File: config.mk
export PLATFORM = sky130hd
export DESIGN_NAME = pes_exception_sequencer
export DESIGN_NICKNAME = d
export VERILOG_FILES = /design/src/inc/pes_pkg.sv /design/src/inc/pes_decode_if.sv /design/src/design/pes_exception_sequencer.sv /design/src/design/pes_instr_classifier.sv
export SDC_FILE = /design/constraint.sdc
export NUM_CORES = 1
export LEC_CHECK = 0
export BUFFER_PORTS_ARGS = -buffer_cell sky130_fd_sc_hd__buf_2
export CAP_MARGIN = 20
export CORE_AREA = 2 2 190 192
export DETAILED_ROUTE_END_ITERATION = 7
export DIE_AREA = 0 0 192 194
export GPL_TIMING_DRIVEN = 0
export SYNTH_ARGS = -nofsm -noshare
export SYNTH_HDL_FRONTEND = slang
export SYNTH_SLANG_ARGS = --single-unit
File: constraint.sdc
create_clock -name clk -period 2.6 [get_ports clk]
set_input_delay 0.52 -clock clk [delete_from_list [all_inputs] [get_ports clk]]
set_output_delay 0.52 -clock clk [all_outputs]
set_load 0.05 [all_outputs]
File: src/inc/pes_pkg.sv
// Shared constants and types for the exception sequencer
package pes_pkg;

    // ----------------------------------------------------------------
    // Status word layout and reset values
    // ----------------------------------------------------------------
    localparam int        STW_TRACE_BIT = 15;
    localparam int        STW_SUPER_BIT = 13;
    localparam int        STW_MASK_LSB  = 8;
    localparam logic [2:0] LEVEL_RESET  = 3'h0;
    localparam logic [2:0] NMI_LEVEL    = 3'h7;

    // ----------------------------------------------------------------
    // Vector table
    // ----------------------------------------------------------------
    localparam int         VEC_TABLE_BYTES = 1024;
    localparam int         VEC_TABLE_WORDS = 512;
    localparam int         VEC_ENTRY_BYTES = 4;
    localparam int         VEC_COUNT       = 255;
    localparam int         VEC_USER_COUNT  = 192;
    localparam int         VEC_UNPROTECTED = 64;
    localparam int         BUS_ADDR_BITS   = 24;
    localparam logic [7:0] VEC_BOUNDS      = 8'h06;
    localparam logic [7:0] VEC_OVF_TRAP    = 8'h07;
    localparam logic [7:0] VEC_PRIV        = 8'h08;
    localparam logic [7:0] VEC_TRACE       = 8'h09;
    localparam logic [7:0] VEC_UNINIT      = 8'h0F;
    localparam logic [7:0] VEC_SPURIOUS    = 8'h18;
    localparam logic [7:0] VEC_AUTO_BASE   = 8'h18;
    localparam logic [7:0] VEC_TRAP_BASE   = 8'h20;

    // ----------------------------------------------------------------
    // Acknowledge cycle address, upper bits
    // ----------------------------------------------------------------
    localparam logic [19:0] IACK_ADDR_HI   = 20'hFFFFF;

    // ----------------------------------------------------------------
    // Opcode patterns
    // ----------------------------------------------------------------
    localparam logic [15:0] OP_OR_STATUS   = 16'h007C;
    localparam logic [15:0] OP_AND_STATUS  = 16'h027C;
    localparam logic [15:0] OP_XOR_STATUS  = 16'h0A7C;
    localparam logic [15:0] OP_USTK_MASK   = 16'hFFF0;
    localparam logic [15:0] OP_USTK_MOVE   = 16'h4E60;
    localparam logic [15:0] OP_RESET       = 16'h4E70;
    localparam logic [15:0] OP_STOP        = 16'h4E72;
    localparam logic [15:0] OP_EXC_RETURN  = 16'h4E73;
    localparam logic [15:0] OP_OVF_TRAP    = 16'h4E76;
    localparam logic [15:0] OP_TRAP_MASK   = 16'hFFF0;
    localparam logic [15:0] OP_TRAP        = 16'h4E40;
    localparam logic [15:0] OP_BOUNDS_MASK = 16'hF1C0;
    localparam logic [15:0] OP_BOUNDS      = 16'h4180;

    // ----------------------------------------------------------------
    // Sequencer states
    // ----------------------------------------------------------------
    typedef enum logic [1:0] {
        ST_IDLE,
        ST_IACK,
        ST_IACK_END
    } pes_seq_t;

endpackage

File: src/inc/pes_decode_if.sv
// Opcode classification carrier between sequencer and classifier
`timescale 1ns/1ps
interface pes_decode_if;
    logic [15:0] opcode;
    logic        supervisor;
    logic        overflow;
    logic        out_of_range;
    logic        priv_fault;
    logic        cond_trap;
    logic [7:0]  trap_vector;

    modport seq (
        output opcode,
        output supervisor,
        output overflow,
        output out_of_range,
        input  priv_fault,
        input  cond_trap,
        input  trap_vector
    );
    modport cls (
        input  opcode,
        input  supervisor,
        input  overflow,
        input  out_of_range,
        output priv_fault,
        output cond_trap,
        output trap_vector
    );
endinterface

File: src/design/pes_exception_sequencer.sv
// Exception sequencer: interrupts, traps, privilege and trace
`timescale 1ns/1ps
module pes_exception_sequencer (
    // Clock and reset
    input  wire logic        clk,
    input  wire logic        reset,
    // Interrupt request and bus handshake pins
    input  wire logic [2:0]  irq_level_n,
    input  wire logic        transfer_ack_n,
    input  wire logic        bus_error_n,
    input  wire logic        periph_address_valid_n,
    input  wire logic        autovector_request_n,
    input  wire logic [15:0] data_in,
    // Acknowledge cycle outputs
    output logic             address_strobe_n,
    output logic             upper_byte_strobe_n,
    output logic             lower_byte_strobe_n,
    output logic [23:1]      iack_addr,
    // Core instruction events
    input  wire logic        instr_start,
    input  wire logic        instr_decoded,
    input  wire logic [15:0] opcode,
    input  wire logic        instr_done,
    input  wire logic        instr_aborted,
    input  wire logic        overflow,
    input  wire logic        out_of_range,
    input  wire logic        at_boundary,
    input  wire logic [31:0] pc_current,
    input  wire logic [31:0] pc_next,
    input  wire logic [15:0] status_word,
    // Exception request to the core
    output logic             exc_valid,
    output logic [7:0]       exc_vector,
    output logic [23:1]      exc_fetch_addr,
    output logic             exc_fetch_upper,
    output logic [31:0]      exc_stacked_pc,
    output logic [15:0]      exc_stacked_status,
    output logic [15:0]      exc_new_status,
    output logic             exc_short_frame
);
    // ----------------------------------------------------------------
    // State
    // ----------------------------------------------------------------
    typedef struct packed {
        logic [2:0]       ipl_s1;
        logic [2:0]       ipl_s2;
        logic [2:0]       ipl_s3;
        logic [2:0]       lvl;
        logic [2:0]       lvl_prev;
        logic [3:0]       hs_s1;
        logic [3:0]       hs_s2;
        logic [3:0]       hs_s3;
        logic [3:0]       hs;
        logic [7:0]       dat_s1;
        logic [7:0]       dat_s2;
        logic [7:0]       dat_s3;
        logic [7:0]       dat;
        logic             nmi;
        logic             trace_arm;
        logic [15:0]      opcode;
        logic             ins_pend;
        logic [7:0]       ins_vec;
        logic [31:0]      ins_pc;
        logic             trc_pend;
        logic [31:0]      trc_pc;
        logic [2:0]       iack_lvl;
        pes_pkg::pes_seq_t state;
        logic             exc_valid;
        logic [7:0]       exc_vector;
        logic [23:0]      fetch_addr;
        logic [31:0]      stk_pc;
        logic [15:0]      stk_status;
        logic [15:0]      new_status;
        logic             short_frame;
    } pes_regs_t;

    pes_regs_t    st_ff;
    pes_regs_t    nxt_st;
    pes_decode_if dec ();

    // Handshake bit positions in the synchronised group
    localparam int HS_ACK    = 0;
    localparam int HS_AUTO   = 1;
    localparam int HS_PERIPH = 2;
    localparam int HS_ERROR  = 3;

    // Non-interrupt exceptions keep the mask field as it was
    localparam logic [2:0] LEVEL_FILL = pes_pkg::LEVEL_RESET;

    // vector number into bits 9..2, cut to 24 bits
    function automatic logic [23:0] vec_addr(input logic [7:0] v);
        vec_addr = {14'h0000, v, 2'b00};
    endfunction

    // supervisor on, trace off, optional new mask
    function automatic logic [15:0] exc_status(input logic [15:0] sw_in,
                                              input logic        set_mask,
                                              input logic [2:0]  lvl);
        logic [15:0] r;
        r = sw_in;
        r[pes_pkg::STW_SUPER_BIT] = 1'b1;
        r[pes_pkg::STW_TRACE_BIT] = 1'b0;
        if (set_mask) begin
            r[pes_pkg::STW_MASK_LSB +: 3] = lvl;
        end
        exc_status = r;
    endfunction

    logic [2:0] mask;
    logic       int_req;
    logic [7:0] auto_vec;

    assign mask     = status_word[pes_pkg::STW_MASK_LSB +: 3];
    // level 7 at mask 7 is taken only via the nmi latch
    assign int_req  = st_ff.nmi || (st_ff.lvl > mask);
    assign auto_vec = pes_pkg::VEC_AUTO_BASE | {5'h00, st_ff.iack_lvl};

    // ----------------------------------------------------------------
    // Opcode classification
    // ----------------------------------------------------------------
    assign dec.opcode       = instr_decoded ? opcode : st_ff.opcode;
    assign dec.supervisor   = status_word[pes_pkg::STW_SUPER_BIT];
    assign dec.overflow     = overflow;
    assign dec.out_of_range = out_of_range;

    pes_instr_classifier u_cls (
        .dec (dec.cls)
    );

    // ----------------------------------------------------------------
    // Next state
    // ----------------------------------------------------------------
    always_comb begin
        nxt_st = st_ff;
        nxt_st.exc_valid = 1'b0;
        // Pins pass three flops; a change counts once stages 2 and 3 agree
        nxt_st.ipl_s1 = ~irq_level_n;
        nxt_st.ipl_s2 = st_ff.ipl_s1;
        nxt_st.ipl_s3 = st_ff.ipl_s2;
        if (st_ff.ipl_s2 == st_ff.ipl_s3) begin
            nxt_st.lvl = st_ff.ipl_s3;
        end
        nxt_st.hs_s1 = ~{bus_error_n, periph_address_valid_n,
                         autovector_request_n, transfer_ack_n};
        nxt_st.hs_s2 = st_ff.hs_s1;
        nxt_st.hs_s3 = st_ff.hs_s2;
        if (st_ff.hs_s2 == st_ff.hs_s3) begin
            nxt_st.hs = st_ff.hs_s3;
        end
        // only the low data byte carries the vector number
        nxt_st.dat_s1 = data_in[7:0];
        nxt_st.dat_s2 = st_ff.dat_s1;
        nxt_st.dat_s3 = st_ff.dat_s2;
        if (st_ff.dat_s2 == st_ff.dat_s3) begin
            nxt_st.dat = st_ff.dat_s3;
        end
        nxt_st.lvl_prev = st_ff.lvl;

        case (st_ff.state)
            pes_pkg::ST_IDLE: begin
                if (st_ff.ins_pend) begin
                    nxt_st.ins_pend    = 1'b0;
                    nxt_st.exc_valid   = 1'b1;
                    nxt_st.exc_vector  = st_ff.ins_vec;
                    nxt_st.fetch_addr  = vec_addr(st_ff.ins_vec);
                    nxt_st.stk_pc      = st_ff.ins_pc;
                    nxt_st.stk_status  = status_word;
                    nxt_st.new_status  = exc_status(status_word, 1'b0,
                                                    LEVEL_FILL);
                    nxt_st.short_frame = 1'b0;
                end else if (st_ff.trc_pend) begin
                    nxt_st.trc_pend    = 1'b0;
                    nxt_st.exc_valid   = 1'b1;
                    nxt_st.exc_vector  = pes_pkg::VEC_TRACE;
                    nxt_st.fetch_addr  = vec_addr(pes_pkg::VEC_TRACE);
                    nxt_st.stk_pc      = st_ff.trc_pc;
                    nxt_st.stk_status  = status_word;
                    nxt_st.new_status  = exc_status(status_word, 1'b0,
                                                    LEVEL_FILL);
                    nxt_st.short_frame = 1'b0;
                end else if (at_boundary && int_req) begin
                    nxt_st.state    = pes_pkg::ST_IACK;
                    nxt_st.iack_lvl = st_ff.nmi ? pes_pkg::NMI_LEVEL
                                                : st_ff.lvl;
                    nxt_st.nmi      = 1'b0;
                    nxt_st.stk_pc   = pc_next;
                    nxt_st.stk_status = status_word;
                end
            end
            pes_pkg::ST_IACK: begin
                if (st_ff.hs[HS_ERROR]) begin
                    nxt_st.exc_vector  = pes_pkg::VEC_SPURIOUS;
                    nxt_st.fetch_addr  = vec_addr(pes_pkg::VEC_SPURIOUS);
                    nxt_st.short_frame = 1'b1;
                end else if (st_ff.hs[HS_PERIPH] || st_ff.hs[HS_AUTO]) begin
                    nxt_st.exc_vector  = auto_vec;
                    nxt_st.fetch_addr  = vec_addr(auto_vec);
                    nxt_st.short_frame = 1'b0;
                end else begin
                    // any number taken, low 64 not guarded
                    nxt_st.exc_vector  = st_ff.dat;
                    nxt_st.fetch_addr  = vec_addr(st_ff.dat);
                    nxt_st.short_frame = 1'b0;
                end
                if (st_ff.hs != 4'h0) begin
                    nxt_st.exc_valid = 1'b1;
                    nxt_st.new_status = exc_status(st_ff.stk_status, 1'b1,
                                                   st_ff.iack_lvl);
                    nxt_st.state     = pes_pkg::ST_IACK_END;
                end
            end
            pes_pkg::ST_IACK_END: begin
                // Wait for the responder to release before a new cycle
                if (st_ff.hs == 4'h0) begin
                    nxt_st.state = pes_pkg::ST_IDLE;
                end
            end
            default: begin
                nxt_st.state = pes_pkg::ST_IDLE;
            end
        endcase

        // trace bit sampled as the instruction begins
        if (instr_start) begin
            nxt_st.trace_arm = status_word[pes_pkg::STW_TRACE_BIT];
        end
        if (instr_decoded) begin
            nxt_st.opcode = opcode;
            // fault stacks the first word address
            if (dec.priv_fault) begin
                nxt_st.ins_pend  = 1'b1;
                nxt_st.ins_vec   = pes_pkg::VEC_PRIV;
                nxt_st.ins_pc    = pc_current;
                nxt_st.trace_arm = 1'b0;
            end
        end
        if (instr_done && !instr_aborted) begin
            if (dec.cond_trap) begin
                nxt_st.ins_pend = 1'b1;
                nxt_st.ins_vec  = dec.trap_vector;
                nxt_st.ins_pc   = pc_next;
            end
            if (st_ff.trace_arm) begin
                nxt_st.trc_pend = 1'b1;
                nxt_st.trc_pc   = pc_next;
            end
        end
        // each rise to level 7 is a fresh request; set wins
        if (st_ff.lvl == pes_pkg::NMI_LEVEL
            && st_ff.lvl_prev != pes_pkg::NMI_LEVEL) begin
            nxt_st.nmi = 1'b1;
        end
    end

    always_ff @(posedge clk) begin
        if (reset) begin
            st_ff <= '0;
        end else begin
            st_ff <= nxt_st;
        end
    end

    // ----------------------------------------------------------------
    // Outputs
    // ----------------------------------------------------------------
    // acknowledge read is a byte on the lower strobe
    assign address_strobe_n    = st_ff.state != pes_pkg::ST_IACK;
    assign lower_byte_strobe_n = st_ff.state != pes_pkg::ST_IACK;
    assign upper_byte_strobe_n = 1'b1;
    assign iack_addr = {pes_pkg::IACK_ADDR_HI, st_ff.iack_lvl};
    assign exc_valid       = st_ff.exc_valid;
    assign exc_vector      = st_ff.exc_vector;
    // entries are four bytes, so address bit 0 is always zero
    assign exc_fetch_addr  = st_ff.fetch_addr[23:1];
    assign exc_fetch_upper = ~st_ff.fetch_addr[0];
    assign exc_stacked_pc  = st_ff.stk_pc;
    assign exc_stacked_status = st_ff.stk_status;
    assign exc_new_status     = st_ff.new_status;
    assign exc_short_frame = st_ff.short_frame;
endmodule

File: src/design/pes_instr_classifier.sv
// Opcode classifier: privilege faults and instruction traps
`timescale 1ns/1ps
module pes_instr_classifier (
    pes_decode_if.cls dec
);
    logic is_priv;
    logic is_trap;
    logic is_ovf;
    logic is_bounds;

    always_comb begin
        is_priv = (dec.opcode == pes_pkg::OP_OR_STATUS)
               || (dec.opcode == pes_pkg::OP_AND_STATUS)
               || (dec.opcode == pes_pkg::OP_XOR_STATUS)
               || ((dec.opcode & pes_pkg::OP_USTK_MASK)
                   == pes_pkg::OP_USTK_MOVE)
               || (dec.opcode == pes_pkg::OP_RESET)
               || (dec.opcode == pes_pkg::OP_STOP)
               || (dec.opcode == pes_pkg::OP_EXC_RETURN);
        is_trap   = (dec.opcode & pes_pkg::OP_TRAP_MASK)
                    == pes_pkg::OP_TRAP;
        is_ovf    = dec.opcode == pes_pkg::OP_OVF_TRAP;
        is_bounds = (dec.opcode & pes_pkg::OP_BOUNDS_MASK)
                    == pes_pkg::OP_BOUNDS;
        dec.priv_fault = is_priv && !dec.supervisor;
        dec.cond_trap = is_trap || (is_ovf && dec.overflow)
                     || (is_bounds && dec.out_of_range);
        if (is_trap) begin
            dec.trap_vector = pes_pkg::VEC_TRAP_BASE
                            | {4'h0, dec.opcode[3:0]};
        end else if (is_ovf) begin
            dec.trap_vector = pes_pkg::VEC_OVF_TRAP;
        end else begin
            dec.trap_vector = pes_pkg::VEC_BOUNDS;
        end
    end
endmodule

Yosys cells after proc, flatten, opt, wreduce, memory -nomap -nowiden

Index checks and enable logic that the tools add are counted.

$lt $le $gt $ge: 1
Equal/unequal tests: 26
Mux-type cells: 36
Bitwise operators: 5
Reductions and logical operators: 32

Operators with widths:

| cell                                             | count |
|---|---|
| 2-to-1 mux 98 bit                                | 1 |
| 2-to-1 mux 48 bit                                | 2 |
| 2-to-1 mux 41 bit                                | 2 |
| 2-to-1 mux 74 bit                                | 1 |
| 2-to-1 mux 33 bit                                | 2 |
| one-hot mux 33 bit (2 select lines)              | 1 |
| == test 16 x 15 -> 1 bit (second input constant) | 4 |
| 2-to-1 mux 32 bit                                | 2 |
| 2-to-1 mux 58 bit                                | 1 |
| one-hot mux 17 bit (2 select lines)              | 1 |
| 2-to-1 mux 16 bit                                | 2 |
| == test 12 x 11 -> 1 bit (second input constant) | 2 |
| 2-to-1 mux 17 bit                                | 1 |
| == test 16 x 10 -> 1 bit (second input constant) | 1 |
| == test 16 x 12 -> 1 bit (second input constant) | 1 |
| == test 16 x 7 -> 1 bit (second input constant)  | 1 |
| 2-to-1 mux 1 bit                                 | 12 |
| logical OR 1 bit                                 | 10 |
| != test 2 bit (second input constant)            | 5 |
| == test 8 bit                                    | 1 |
| 2-to-1 mux 2 bit                                 | 4 |
| AND reduction 4 bit                              | 2 |
| == test 7 x 6 -> 1 bit (second input constant)   | 1 |
| logical AND 1 bit                                | 6 |
| other kinds (23)                                 | 34 |

Register bits: 258
Input bits: 128

Longest topological paths before layout

Gate-level depths: netlist of run 1.

Word-level depth: 13
Depth in mapped cells: 10

Cells and area by module

From an unflattened synthesis of run 1, not the netlist that was laid out.

Cells, all modules: 1,257
Area, all modules: 10,750.3 um2

By module, submodules not included:

| module                  | times used | cells each | area each (um2) |
|---|---|---|---|
| pes_exception_sequencer | 1          | 1,227      | 10,520.1 |
| pes_instr_classifier    | 1          | 30         | 230.2 |

Worst setup path before layout of run 1

Ideal clock, no wire load.

Path kind: reg2out
Start point: register st_ff[99] in the netlist's numbering
End point: output lower_byte_strobe_n
Arrival time: 1.759 ns
Required time: 2.080 ns
Setup slack: 0.321 ns
Stages on the path, launching flop included: 6
Path buffers: 3
Cells stage by stage: dfxtp_1 > clkbuf_1 > nor2_1 > inv_1 > clkbuf_1 > buf_4

Longest elaborated chain between the ends: 1

RTL lines:

| what                   | RTL line                       | RTL |
|---|---|---|
| start, declared        | pes_exception_sequencer.sv:77  | `pes_regs_t st_ff;` |
| start signal, assigned | pes_exception_sequencer.sv:259 | `st_ff <= nxt_st;` |
| != test 2 x 1 -> 1 bit | --                             |  |
| end, declared          | pes_exception_sequencer.sv:17  | `output logic lower_byte_strobe_n,` |

No other way between the ends.

Worst setup path in the final report of run 1

Start point: register st_ff[98] in the netlist's numbering
End point: output lower_byte_strobe_n

Longest elaborated chain between the ends: 1

RTL lines:

| what                   | RTL line                       | RTL |
|---|---|---|
| != test 2 x 1 -> 1 bit | pes_exception_sequencer.sv:268 | `assign lower_byte_strobe_n = st_ff.state != pes_pkg::ST_IACK;` |

No other way between the ends.

==> results of run 1 <==
==> per-stage QoR <==
stage               std cells  setup WS [ns]  utilization, %  setup TNS [ns]
floorplan                1288         0.3212               -               0
finish                   2008         0.1617           37.17               0
detailed placement       1954        -0.4460           34.48          -29.19
CTS                      2005        0.03508           37.13               0
global route             2007        0.01313           37.17               0
global placement         1954        -0.3549           34.48          -23.39
==> power by group <==
part / leakage, nW / total (mW) / internal, mW / switching (mW)
Combinational: 3.17 / 1.01 / 0.337 / 0.670
Sequential: 1.89 / 3.73 / 3.67 / 0.0578
Clock: 0.448 / 3.84 / 2.30 / 1.54
==> kinds of logic (layout without fill, tap and decap cells) <==
family / after synthesis / after routing / synth area share (%)
other: 2 / 43 / 0.07215
buffers and inverters: 222 / 476 / 12.72
xor gates and xnor gates: 16 / 16 / 1.346
adders and majority gates: 3 / 3 / 0.3607
muxes: 65 / 65 / 6.251
AOI/OAI and AO/OA: 236 / 236 / 14.14
and+or+nand+nor: 475 / 475 / 20.30
DFF: 233 / 233 / 44.81
==> cells in the mapped netlist (all sizes together), types with 7 or more instances <==
cell type,number
nand3,19
nand4,36
xor2,10
nor3,8
a21oi,67
o21ai,86
buf,141
nor2,106
dfxtp,233
a311oi,44
mux2i,65
nand2,238
inv,10
nor2b,43
a31oi,7
clkbuf,70
==> area by class of cell <==
cell class	count	area share, %
Inverter	11	0.3440
Clock buffer	38	6.011
Clock inverter	11	0.8791
Multi-Input combinational cell	833	34.86
Antenna cell	5	0.09556
Sequential cell	233	35.62
Buffer	208	9.775
Timing Repair Buffer	208	8.008
Tap cell	461	4.405
==> per-layer routing <==
metal	global-route usage, %	vias to the layer above	share of wire, %
li1	-	4644	-
met1	21.12	4347	44
met2	27.93	235	48
met3	3.095	68	5.5
met4	6.079	8	2.9
met5	0	-	0.12
==> sequential cells by signal, summed over array words and instances, names as in the netlist <==
register,count
exc_vector,7
exc_new_status,15
st_ff,124
iack_addr,3
exc_valid,1
exc_stacked_status,16
exc_fetch_addr,1
exc_stacked_pc,32
nxt_st,33
exc_short_frame,1
==> critical path: stages (launching register included) <==
cell,delay (ns)
dfxtp_1,0.44
inv_1,0.11
nor2_2,0.20
clkinvlp_4,0.25
buf_4,0.19
buf_2,0.20
==> what timing repair did <==
| item | 4_1_cts | 5_1_grt |
|---|---|---|
| buffers inserted | 3 | 0 |
| gates resized for setup | 5 | 9 |
| endpoints found under the hold margin | 0 | 0 |
| pin swaps | 0 | 0 |
| endpoints found under the setup margin | 32 | 56 |
==> worst max path at each step <==
stage / startpoint / to / slack (ns) / cells after the start
after floorplan: st_ff[99] / lower_byte_strobe_n / 0.32 / 5
after global placement: instr_decoded / st_ff[167] / -0.35 / 9
after detailed placement: status_word[9] / exc_stacked_pc[9] / -0.45 / 9
after CTS: nxt_st[245] / exc_stacked_pc[9] / 0.04 / 7
after global routing: nxt_st[243] / exc_stacked_pc[23] / 0.01 / 9
final: st_ff[98] / lower_byte_strobe_n / 0.16 / 5
==> out/results.ini, run 1 <==
[outcome]
status = finished clean

[floorplanning]
dieArea_um2 = 37250
fp.dieW_um = 192
core_area_um2 = 35220
die_h_um = 194
ios = 252
rows = 69
start_util_pct = 29.55

[global_route]
grt_usage_pct = 16.62
grt_pass1_vias = 9071
grt_antenna_before_repair = 9
grt_overflow = 0
grt_max_degree = 14
grt_pass1_wl_mm = 49.02

[run]
maxCapViolCount = 0

[detailed_routing]
dr.pass1.iters = 5
route.detailed.drc = 0
routedWlPerCell_um = 15.95
initialDrtViolationCount = 449
wl_mm = 32.02
viasPerCell = 4.632
vias = 9302
ant_nets = 0

[power_and_ir_drop]
finalPower_mw = 8.576
power_density_nw_per_um2 = 655.0
peakVddDrop_mv = 0.4170
leakage_nw = 5.512

[min_path]
hold_depth = 2
whs_endpoint = nxt_st[237]
hold_class = input port to register
holdCritStartpoint = periph_address_valid_n

[cts]
clk_path_buf_depth = 3
cts_buffers = 27
worstSkewPairLatency_ns = 0.54
postCtsHoldBufs = 0
cts-htree-levels = 1
cts_root_buf = clkbuf_16
cts_tree = built
clk_pin_slew_ns = 0.06
clock_sinks = 233

[yosys]
synth_top_cell_area_share_pct = 44.81
yosys.area.top_type = dfxtp_1
ys_types = 57
async_flop_share_pct = 0
synthTopCellsByArea = dfxtp_1 (45%), buf_4 (8.8%), nand2_1 (8.6%)
synth_edf_count = 0
syn-mean-instance-area_um2 = 8.314
synth_area_um2 = 10410
ys_seq_area_share_pct = 44.81
ys.flop_type = dfxtp_1
yosysWarnings = 0
ys_ff_latch = 233
syn_inst = 1252

[sta]
rsz0062_at_grt = no
clock.fmax_ghz = 0.4101
fin_crit_ns = 2.438
hold_violations = 0
holdWs_ns = 0.1336
worstMarginPinSlew_ns = 0.7940
relSlewSlack_pct = 47.07
worst_clock_skew_ns = 0.01408
slew_viol_final = 0
fin_crit_sh_pct = 93.78
setup_viol = 0

[cells_and_area]
fin_area_um2 = 13090
register_area_um2 = 4664
layout.nets = 1653
multi_input_area_um2 = 4564
drive_gt1_share_pct = 26.13
layout_commonest_cell = nand2_1
final_cell_mix = nand2_1 (238), dfxtp_1 (233), buf_2 (213)
area_delta_synth_final_pct = 25.80
fillCellCount = 3707

[setup_path]
cp_data_required_time_ns = 2.08
worst_ep_arrival_time_ns = 1.92
critPathKind = register to primary output
r2r_end = exc_new_status[8]
reg2regPathDepth = 7
r2r-start = st_ff[176]
cp-start-kind = register
reg2reg_slack_ns = 0.18
crit_fanout = 7
cp-end-kind = primary output

[place]
dp_hpwl_mm = 24.41
gp_congestion = 0.8271
portBuffers = 205
placed_cell_area_um2 = 12150

Note: power is estimated with default switching activity, not from simulation.
==> run 2, diff against run 1 <==
--- a/config.mk
+++ b/config.mk
@@ -5,12 +5,14 @@
 export SDC_FILE = /design/constraint.sdc
 export NUM_CORES = 1
 export LEC_CHECK = 0
+export ABC_AREA = 1
 export BUFFER_PORTS_ARGS = -buffer_cell sky130_fd_sc_hd__buf_2
 export CAP_MARGIN = 20
-export CORE_AREA = 2 2 190 192
+export CORE_AREA = 2 2 196 198
 export DETAILED_ROUTE_END_ITERATION = 7
-export DIE_AREA = 0 0 192 194
+export DIE_AREA = 0 0 198 200
 export GPL_TIMING_DRIVEN = 0
 export SYNTH_ARGS = -nofsm -noshare
 export SYNTH_HDL_FRONTEND = slang
 export SYNTH_SLANG_ARGS = --single-unit
+export TNS_END_PERCENT = 30
==> out/results.ini, run 2 <==
[cells_and_area]
fin_area_um2 = 13900  ; +6.2%
layout.nets = 1987  ; +20%
largest-register = st_ff
layout_commonest_cell = nand2_1
final_cell_mix = nand2_1 (307), nor2_1 (267), dfxtp_1 (233)
area_delta_synth_final_pct = 24.99
fillCellCount = 3991  ; +7.7%
drive_gt1_share_pct = 22.60  ; -3.5 points
register_area_um2 = 4664  ; unchanged
largest_register_ffs = 124  ; unchanged
final_util_pct = 37.18  ; about the same
multi_input_area_um2 = 4643  ; +1.7%
stdcell_count = 2391  ; +19%

[floorplanning]
ios = 252  ; unchanged
start_util_pct = 29.74  ; +0.19 points
fp.dieW_um = 198  ; +3.1%
die_h_um = 200  ; +3.1%
rows = 71  ; +2.9%
dieArea_um2 = 39600  ; +6.3%
core_area_um2 = 37400  ; +6.2%

[yosys]
synthTopCellsByArea = dfxtp_1 (42%), nand2_1 (10%), nor2_1 (9.0%)
synth_edf_count = 0  ; unchanged
ys_seq_area_share_pct = 41.93  ; -2.9 points
async_flop_share_pct = 0  ; unchanged
yosysMostFrequentCell = nand2_1
ys.flop_type = dfxtp_1
syn-mean-instance-area_um2 = 7.000  ; -16%
yosys.area.top_type = dfxtp_1
yosysWarnings = 0  ; unchanged
synth_top_cell_area_share_pct = 41.93  ; -2.9 points
synth_area_um2 = 11120  ; +6.9%
syn_inst = 1589  ; +27%
synth_common_cells = nand2_1 (307), nor2_1 (267), dfxtp_1 (233)
ys_ff_latch = 233  ; unchanged
ys_types = 38  ; -33%

[cts]
cts_root_buf = clkbuf_16
cts-htree-levels = 1  ; unchanged
cts_buffers = 27  ; unchanged
clk_path_buf_depth = 3  ; unchanged
clock_sinks = 233  ; unchanged
worstSkewPairLatency_ns = 0.54  ; about the same
postCtsHoldBufs = 0  ; unchanged
cts_setup_buffers = 0  ; -3
cts_tree = built
clk_pin_slew_ns = 0.06  ; about the same

[detailed_routing]
wl_mm = 34.43  ; +7.5%
routedWlPerCell_um = 14.40  ; -9.7%
initialDrtViolationCount = 509  ; +13%
route.detailed.drc = 0  ; unchanged
vias = 10440  ; +12%
ant_nets = 0  ; unchanged
dr.pass1.iters = 4  ; -1
viasPerCell = 4.366  ; -5.7%

[global_route]
grt_overflow = 0  ; unchanged
grt_usage_pct = 16.87  ; +0.25 points
grt_max_degree = 20  ; +6
grt_pass1_vias = 9517  ; +4.9%
grt_pass1_wl_mm = 51.92  ; +5.9%
grt_antenna_before_repair = 9  ; unchanged

[place]
dp_hpwl_mm = 26.57  ; +8.9%
placed_cells = 2339  ; +20%
portBuffers = 203  ; -0.98%
placed_cell_area_um2 = 12910  ; +6.3%
gp_congestion = 0.8876  ; +7.3%

[min_path]
holdCritStartpoint = irq_level_n[0]
hold_depth = 2  ; unchanged
hold_class = input port to register
whs_endpoint = nxt_st[252]

[sta]
fin_crit_sh_pct = 92.40  ; -1.4 points
relSlewSlack_pct = 45.06  ; -2.0 points
worstMarginPinSlew_ns = 0.8241  ; +0.03014 ns
rsz0062_at_grt = no
final.setup.tns_ns = 0  ; unchanged
fin_crit_ns = 2.403  ; -0.03576 ns
worst_clock_skew_ns = 0.01871  ; +0.004630 ns
setup_viol = 0  ; unchanged
hold_violations = 0  ; unchanged
slew_viol_final = 0  ; unchanged
clock.fmax_ghz = 0.4162  ; +1.5%

[power_and_ir_drop]
finalPower_mw = 9.847  ; +15%
leakage_nw = 6.613  ; +20%
power_density_nw_per_um2 = 708.2  ; +8.1%
peakVddDrop_mv = 0.3721  ; -11%

[setup_path]
cp-start-kind = register
cp-startpoint = st_ff[98]
worst_ep_arrival_time_ns = 1.88  ; -0.04 ns
critPathKind = register to primary output
crit_fanout = 19  ; +12
reg2reg_slack_ns = 0.26  ; +0.08 ns
cp_data_required_time_ns = 2.08  ; about the same
cp-end-kind = primary output
r2r-start = nxt_st[245]
r2r_end = exc_stacked_pc[27]
reg2regPathDepth = 10  ; +3

[run]
maxCapViolCount = 0  ; unchanged

[outcome]
status = finished clean

## run 2: critical path: stages (launching register included)
cell,delay [ns]
dfxtp_1,0.33
inv_1,0.05
nor2_1,0.14
buf_4,0.25
clkinv_4,0.20
buf_4,0.18
buf_2,0.20
## run 2: power breakdown
part / switching [mW] / internal (mW)
sequential: 0.121 / 3.79
combinational: 1.28 / 0.573
clock: 1.53 / 2.55
total: 2.94 / 6.91
## run 2: area by class of cell
cell class / instances / area share (%)
multi-input combinational: 1023 / 33.40
tap: 511 / 4.599
clock buffer: 37 / 5.778
timing repair buffer: 203 / 7.307
inverter: 156 / 4.266
clock inverter: 12 / 1.224
sequential: 233 / 33.55
buffer: 212 / 9.809
antenna: 4 / 0.07199
## run 2: cell families (layout without fill, tap and decap cells)
family	Yosys count	in the layout	share of synthesized area, %
xor gates and xnor gates	11	11	0.8662
DFF	233	233	41.93
other	2	42	0.06752
adders and majority gates	3	3	0.3375
AOI/OAI and AO/OA	283	283	13.43
muxes	1	1	0.08999
and+or+nand+nor	687	687	25.74
buffers and inverters	369	620	17.54
## run 2: per-layer routing
metal  global-route usage [%]  wire [um]
met5                        0         97
met4                    5.709        922
met3                    3.343       2248
met2                    27.24      15460
met1                    22.55      15700
## run 2: how the worst max path moves through the flow
stage	depth (start not counted)	slack [ns]	endpoint
floorplan	6	0.42	lower_byte_strobe_n
global placement	12	-0.17	exc_stacked_pc[14]
detailed placement	12	-0.25	exc_stacked_pc[13]
CTS	6	0.04	lower_byte_strobe_n
global route	10	0.01	exc_stacked_pc[30]
finish	6	0.20	lower_byte_strobe_n
## run 2: metrics by stage
step	setup WS, ns	hold WS [ns]
floorplan	0.4165	0.3883
CTS	0.03974	0.1175
global placement	-0.1691	0.3912
finish	0.1975	0.1436
detailed placement	-0.2482	0.3943
global route	0.009982	0.1320
## run 2: repair_timing
item | CTS | global route
setup endpoints to repair | 2 | 20
pin swaps | 0 | 0
resized for setup | 2 | 5
==> run 3, diff against run 2 <==
--- a/config.mk
+++ b/config.mk
@@ -12,6 +12,7 @@
 export DETAILED_ROUTE_END_ITERATION = 7
 export DIE_AREA = 0 0 198 200
 export GPL_TIMING_DRIVEN = 0
+export SETUP_SLACK_MARGIN = 0.5
 export SYNTH_ARGS = -nofsm -noshare
 export SYNTH_HDL_FRONTEND = slang
 export SYNTH_SLANG_ARGS = --single-unit
==> out/results.ini, run 3 (same netlist as run 2, synthesis figures left out) <==
[outcome]
status = finished clean

[cells_and_area]
final_cell_mix = nand2_1 (306), nor2_1 (263), dfxtp_1 (231)
register_area_um2 = 4667  ; about the same
area_delta_synth_final_pct = 26.04
largest-register = st_ff
drive_gt1_share_pct = 23.82  ; +1.2 points
fillCellCount = 4003  ; +0.30%
layout.nets = 1996  ; +0.45%
multi_input_area_um2 = 4669  ; +0.57%
final_util_pct = 37.49  ; +0.31 points
largest_register_ffs = 124  ; unchanged
layout_commonest_cell = nand2_1

[sta]
final.setup.tns_ns = 0  ; unchanged
setup_ws_ns = 0.5002  ; +0.3027 ns
clock.fmax_ghz = 0.4762  ; +14%
relSlewSlack_pct = 49.06  ; +4.0 points
fin_crit_sh_pct = 80.76  ; -12 points
hold_violations = 0  ; unchanged
rsz0062_at_grt = yes
slew_viol_final = 0  ; unchanged
fin_crit_ns = 2.100  ; -0.3027 ns
setup_viol = 0  ; unchanged
worstMarginPinSlew_ns = 0.7641  ; -0.06002 ns
holdWs_ns = 0.1343  ; -0.009328 ns
worst_clock_skew_ns = 0.01344  ; -0.005267 ns

[cts]
cts_root_buf = clkbuf_16
clock_sinks = 233  ; unchanged
worstSkewPairLatency_ns = 0.54  ; about the same
cts_tree = built
cts_buffers = 28  ; +3.7%
clk_pin_slew_ns = 0.06  ; about the same
cts-htree-levels = 1  ; unchanged
clk_path_buf_depth = 3  ; unchanged

[floorplanning]
core_area_um2 = 37400  ; unchanged
rows = 71  ; unchanged
start_util_pct = 29.74  ; unchanged
ios = 252  ; unchanged
dieArea_um2 = 39600  ; unchanged
die_h_um = 200  ; unchanged
fp.dieW_um = 198  ; unchanged

[global_route]
grt_pass1_vias = 9724  ; +2.2%
grt_max_degree = 14  ; -30%
grt_pass1_wl_mm = 52.86  ; +1.8%
grt_overflow = 0  ; unchanged
grt_usage_pct = 17.11  ; +0.25 points
grt_antenna_before_repair = 12  ; +3

[setup_path]
worst_ep_arrival_time_ns = 1.58  ; -0.30 ns
cp-end-kind = primary output
cp-startpoint = st_ff[98]
critPathKind = register to primary output
cp_data_required_time_ns = 2.08  ; about the same
crit_fanout = 4  ; -15
r2r-start = st_ff[135]
cp-start-kind = register

[detailed_routing]
initialDrtViolationCount = 538  ; +5.7%
viasPerCell = 4.430  ; +1.5%
wl_met1_mm = 15.61  ; -0.61%
route.detailed.drc = 0  ; unchanged
routedWlPerCell_um = 14.64  ; +1.7%
wl_met3_mm = 2.205  ; -1.9%
vias = 10640  ; +1.9%
top_layer = met5
ant_nets = 0  ; unchanged
met2_length_mm = 15.87  ; +2.7%
wl_mm = 35.16  ; +2.1%
dr.pass1.iters = 5  ; +1

[power_and_ir_drop]
peakVddDrop_mv = 0.4965  ; +33%
finalPower_mw = 9.773  ; -0.75%
leakage_nw = 6.691  ; +1.2%
power_density_nw_per_um2 = 697.1  ; -1.6%

[place]
portBuffers = 203  ; unchanged
dp_hpwl_mm = 26.69  ; +0.43%
dp_slack_ns = -0.1895  ; +0.05865 ns
gp_congestion = 0.8790  ; -0.97%

[min_path]
holdCritStartpoint = irq_level_n[0]
hold_class = input port to register

[run]
maxCapViolCount = 0  ; unchanged

run 3: cell types whose count changed in the layout (fill, tap and decap cells not counted), moves of 3 or more:
| cell | delta |
|---|---|
| clkbuf_8 | -4 |
| clkbuf_16 | +3 |
| inv_6 | +3 |
| nor2_1 | -4 |
| buf_2 | +5 |
| clkbuf_1 | -6 |
| clkbuf_4 | +3 |
| buf_4 | +5 |
| nor2_2 | +3 |
run 3: critical path: stages, from the launching register on:
cell	delay (ns)
dfxtp_2	0.33
inv_2	0.05
nor2_4	0.09
buf_6	0.13
clkinv_8	0.05
clkbuf_16	0.14
buf_6	0.11
buf_8	0.14
run 3: final cells by class:
cell class	count	area share, %
clock inverter	12	0.8925
multi-input combinational	1023	33.31
clock buffer	38	5.774
timing repair buffer	210	7.693
buffer	213	10.09
sequential	233	33.29
antenna	5	0.08925
inverter	156	4.302
tap	511	4.560
run 3: routing by layer:
layer  vias to the layer above  track usage [%]
li1                       5404                -
met1                      4794            22.14
met2                       337            27.73
met3                        86            3.612
met4                        16            7.240
met5                         -                0
run 3: timing repair:
item,4_1_cts,5_1_grt
buffers inserted,5,2
cloned,0,0
hold buffers,0,0
pin swaps,1,1
resized for setup,21,31
hold endpoints to repair,0,0
setup endpoints to repair,65,101
run 3: power breakdown:
group | total [mW] | switching [mW] | internal, mW | leakage [nW]
clock network | 3.95 | 1.58 | 2.38 | 0.468
logic | 1.90 | 1.30 | 0.607 | 4.32
registers | 3.92 | 0.125 | 3.79 | 1.90
run 3: worst paths after layout:
| check | cells past startpoint | end | slack [ns] |
|---|---|---|---|
| min reg2reg | 2 | nxt_st[210] | 0.40 |
| max reg2reg | 5 | exc_stacked_pc[29] | 0.63 |
| min | 2 | nxt_st[252] | 0.13 |
| max | 7 | lower_byte_strobe_n | 0.50 |
run 3: per-stage QoR:
| step | std cells | cell area [um^2] |
|---|---|---|
| floorplan | 1625 | 11260 |
| global placement | 2339 | 12910 |
| detailed placement | 2339 | 12910 |
| CTS | 2394 | 13950 |
| global route | 2399 | 14010 |
| finish | 2401 | 14020 |
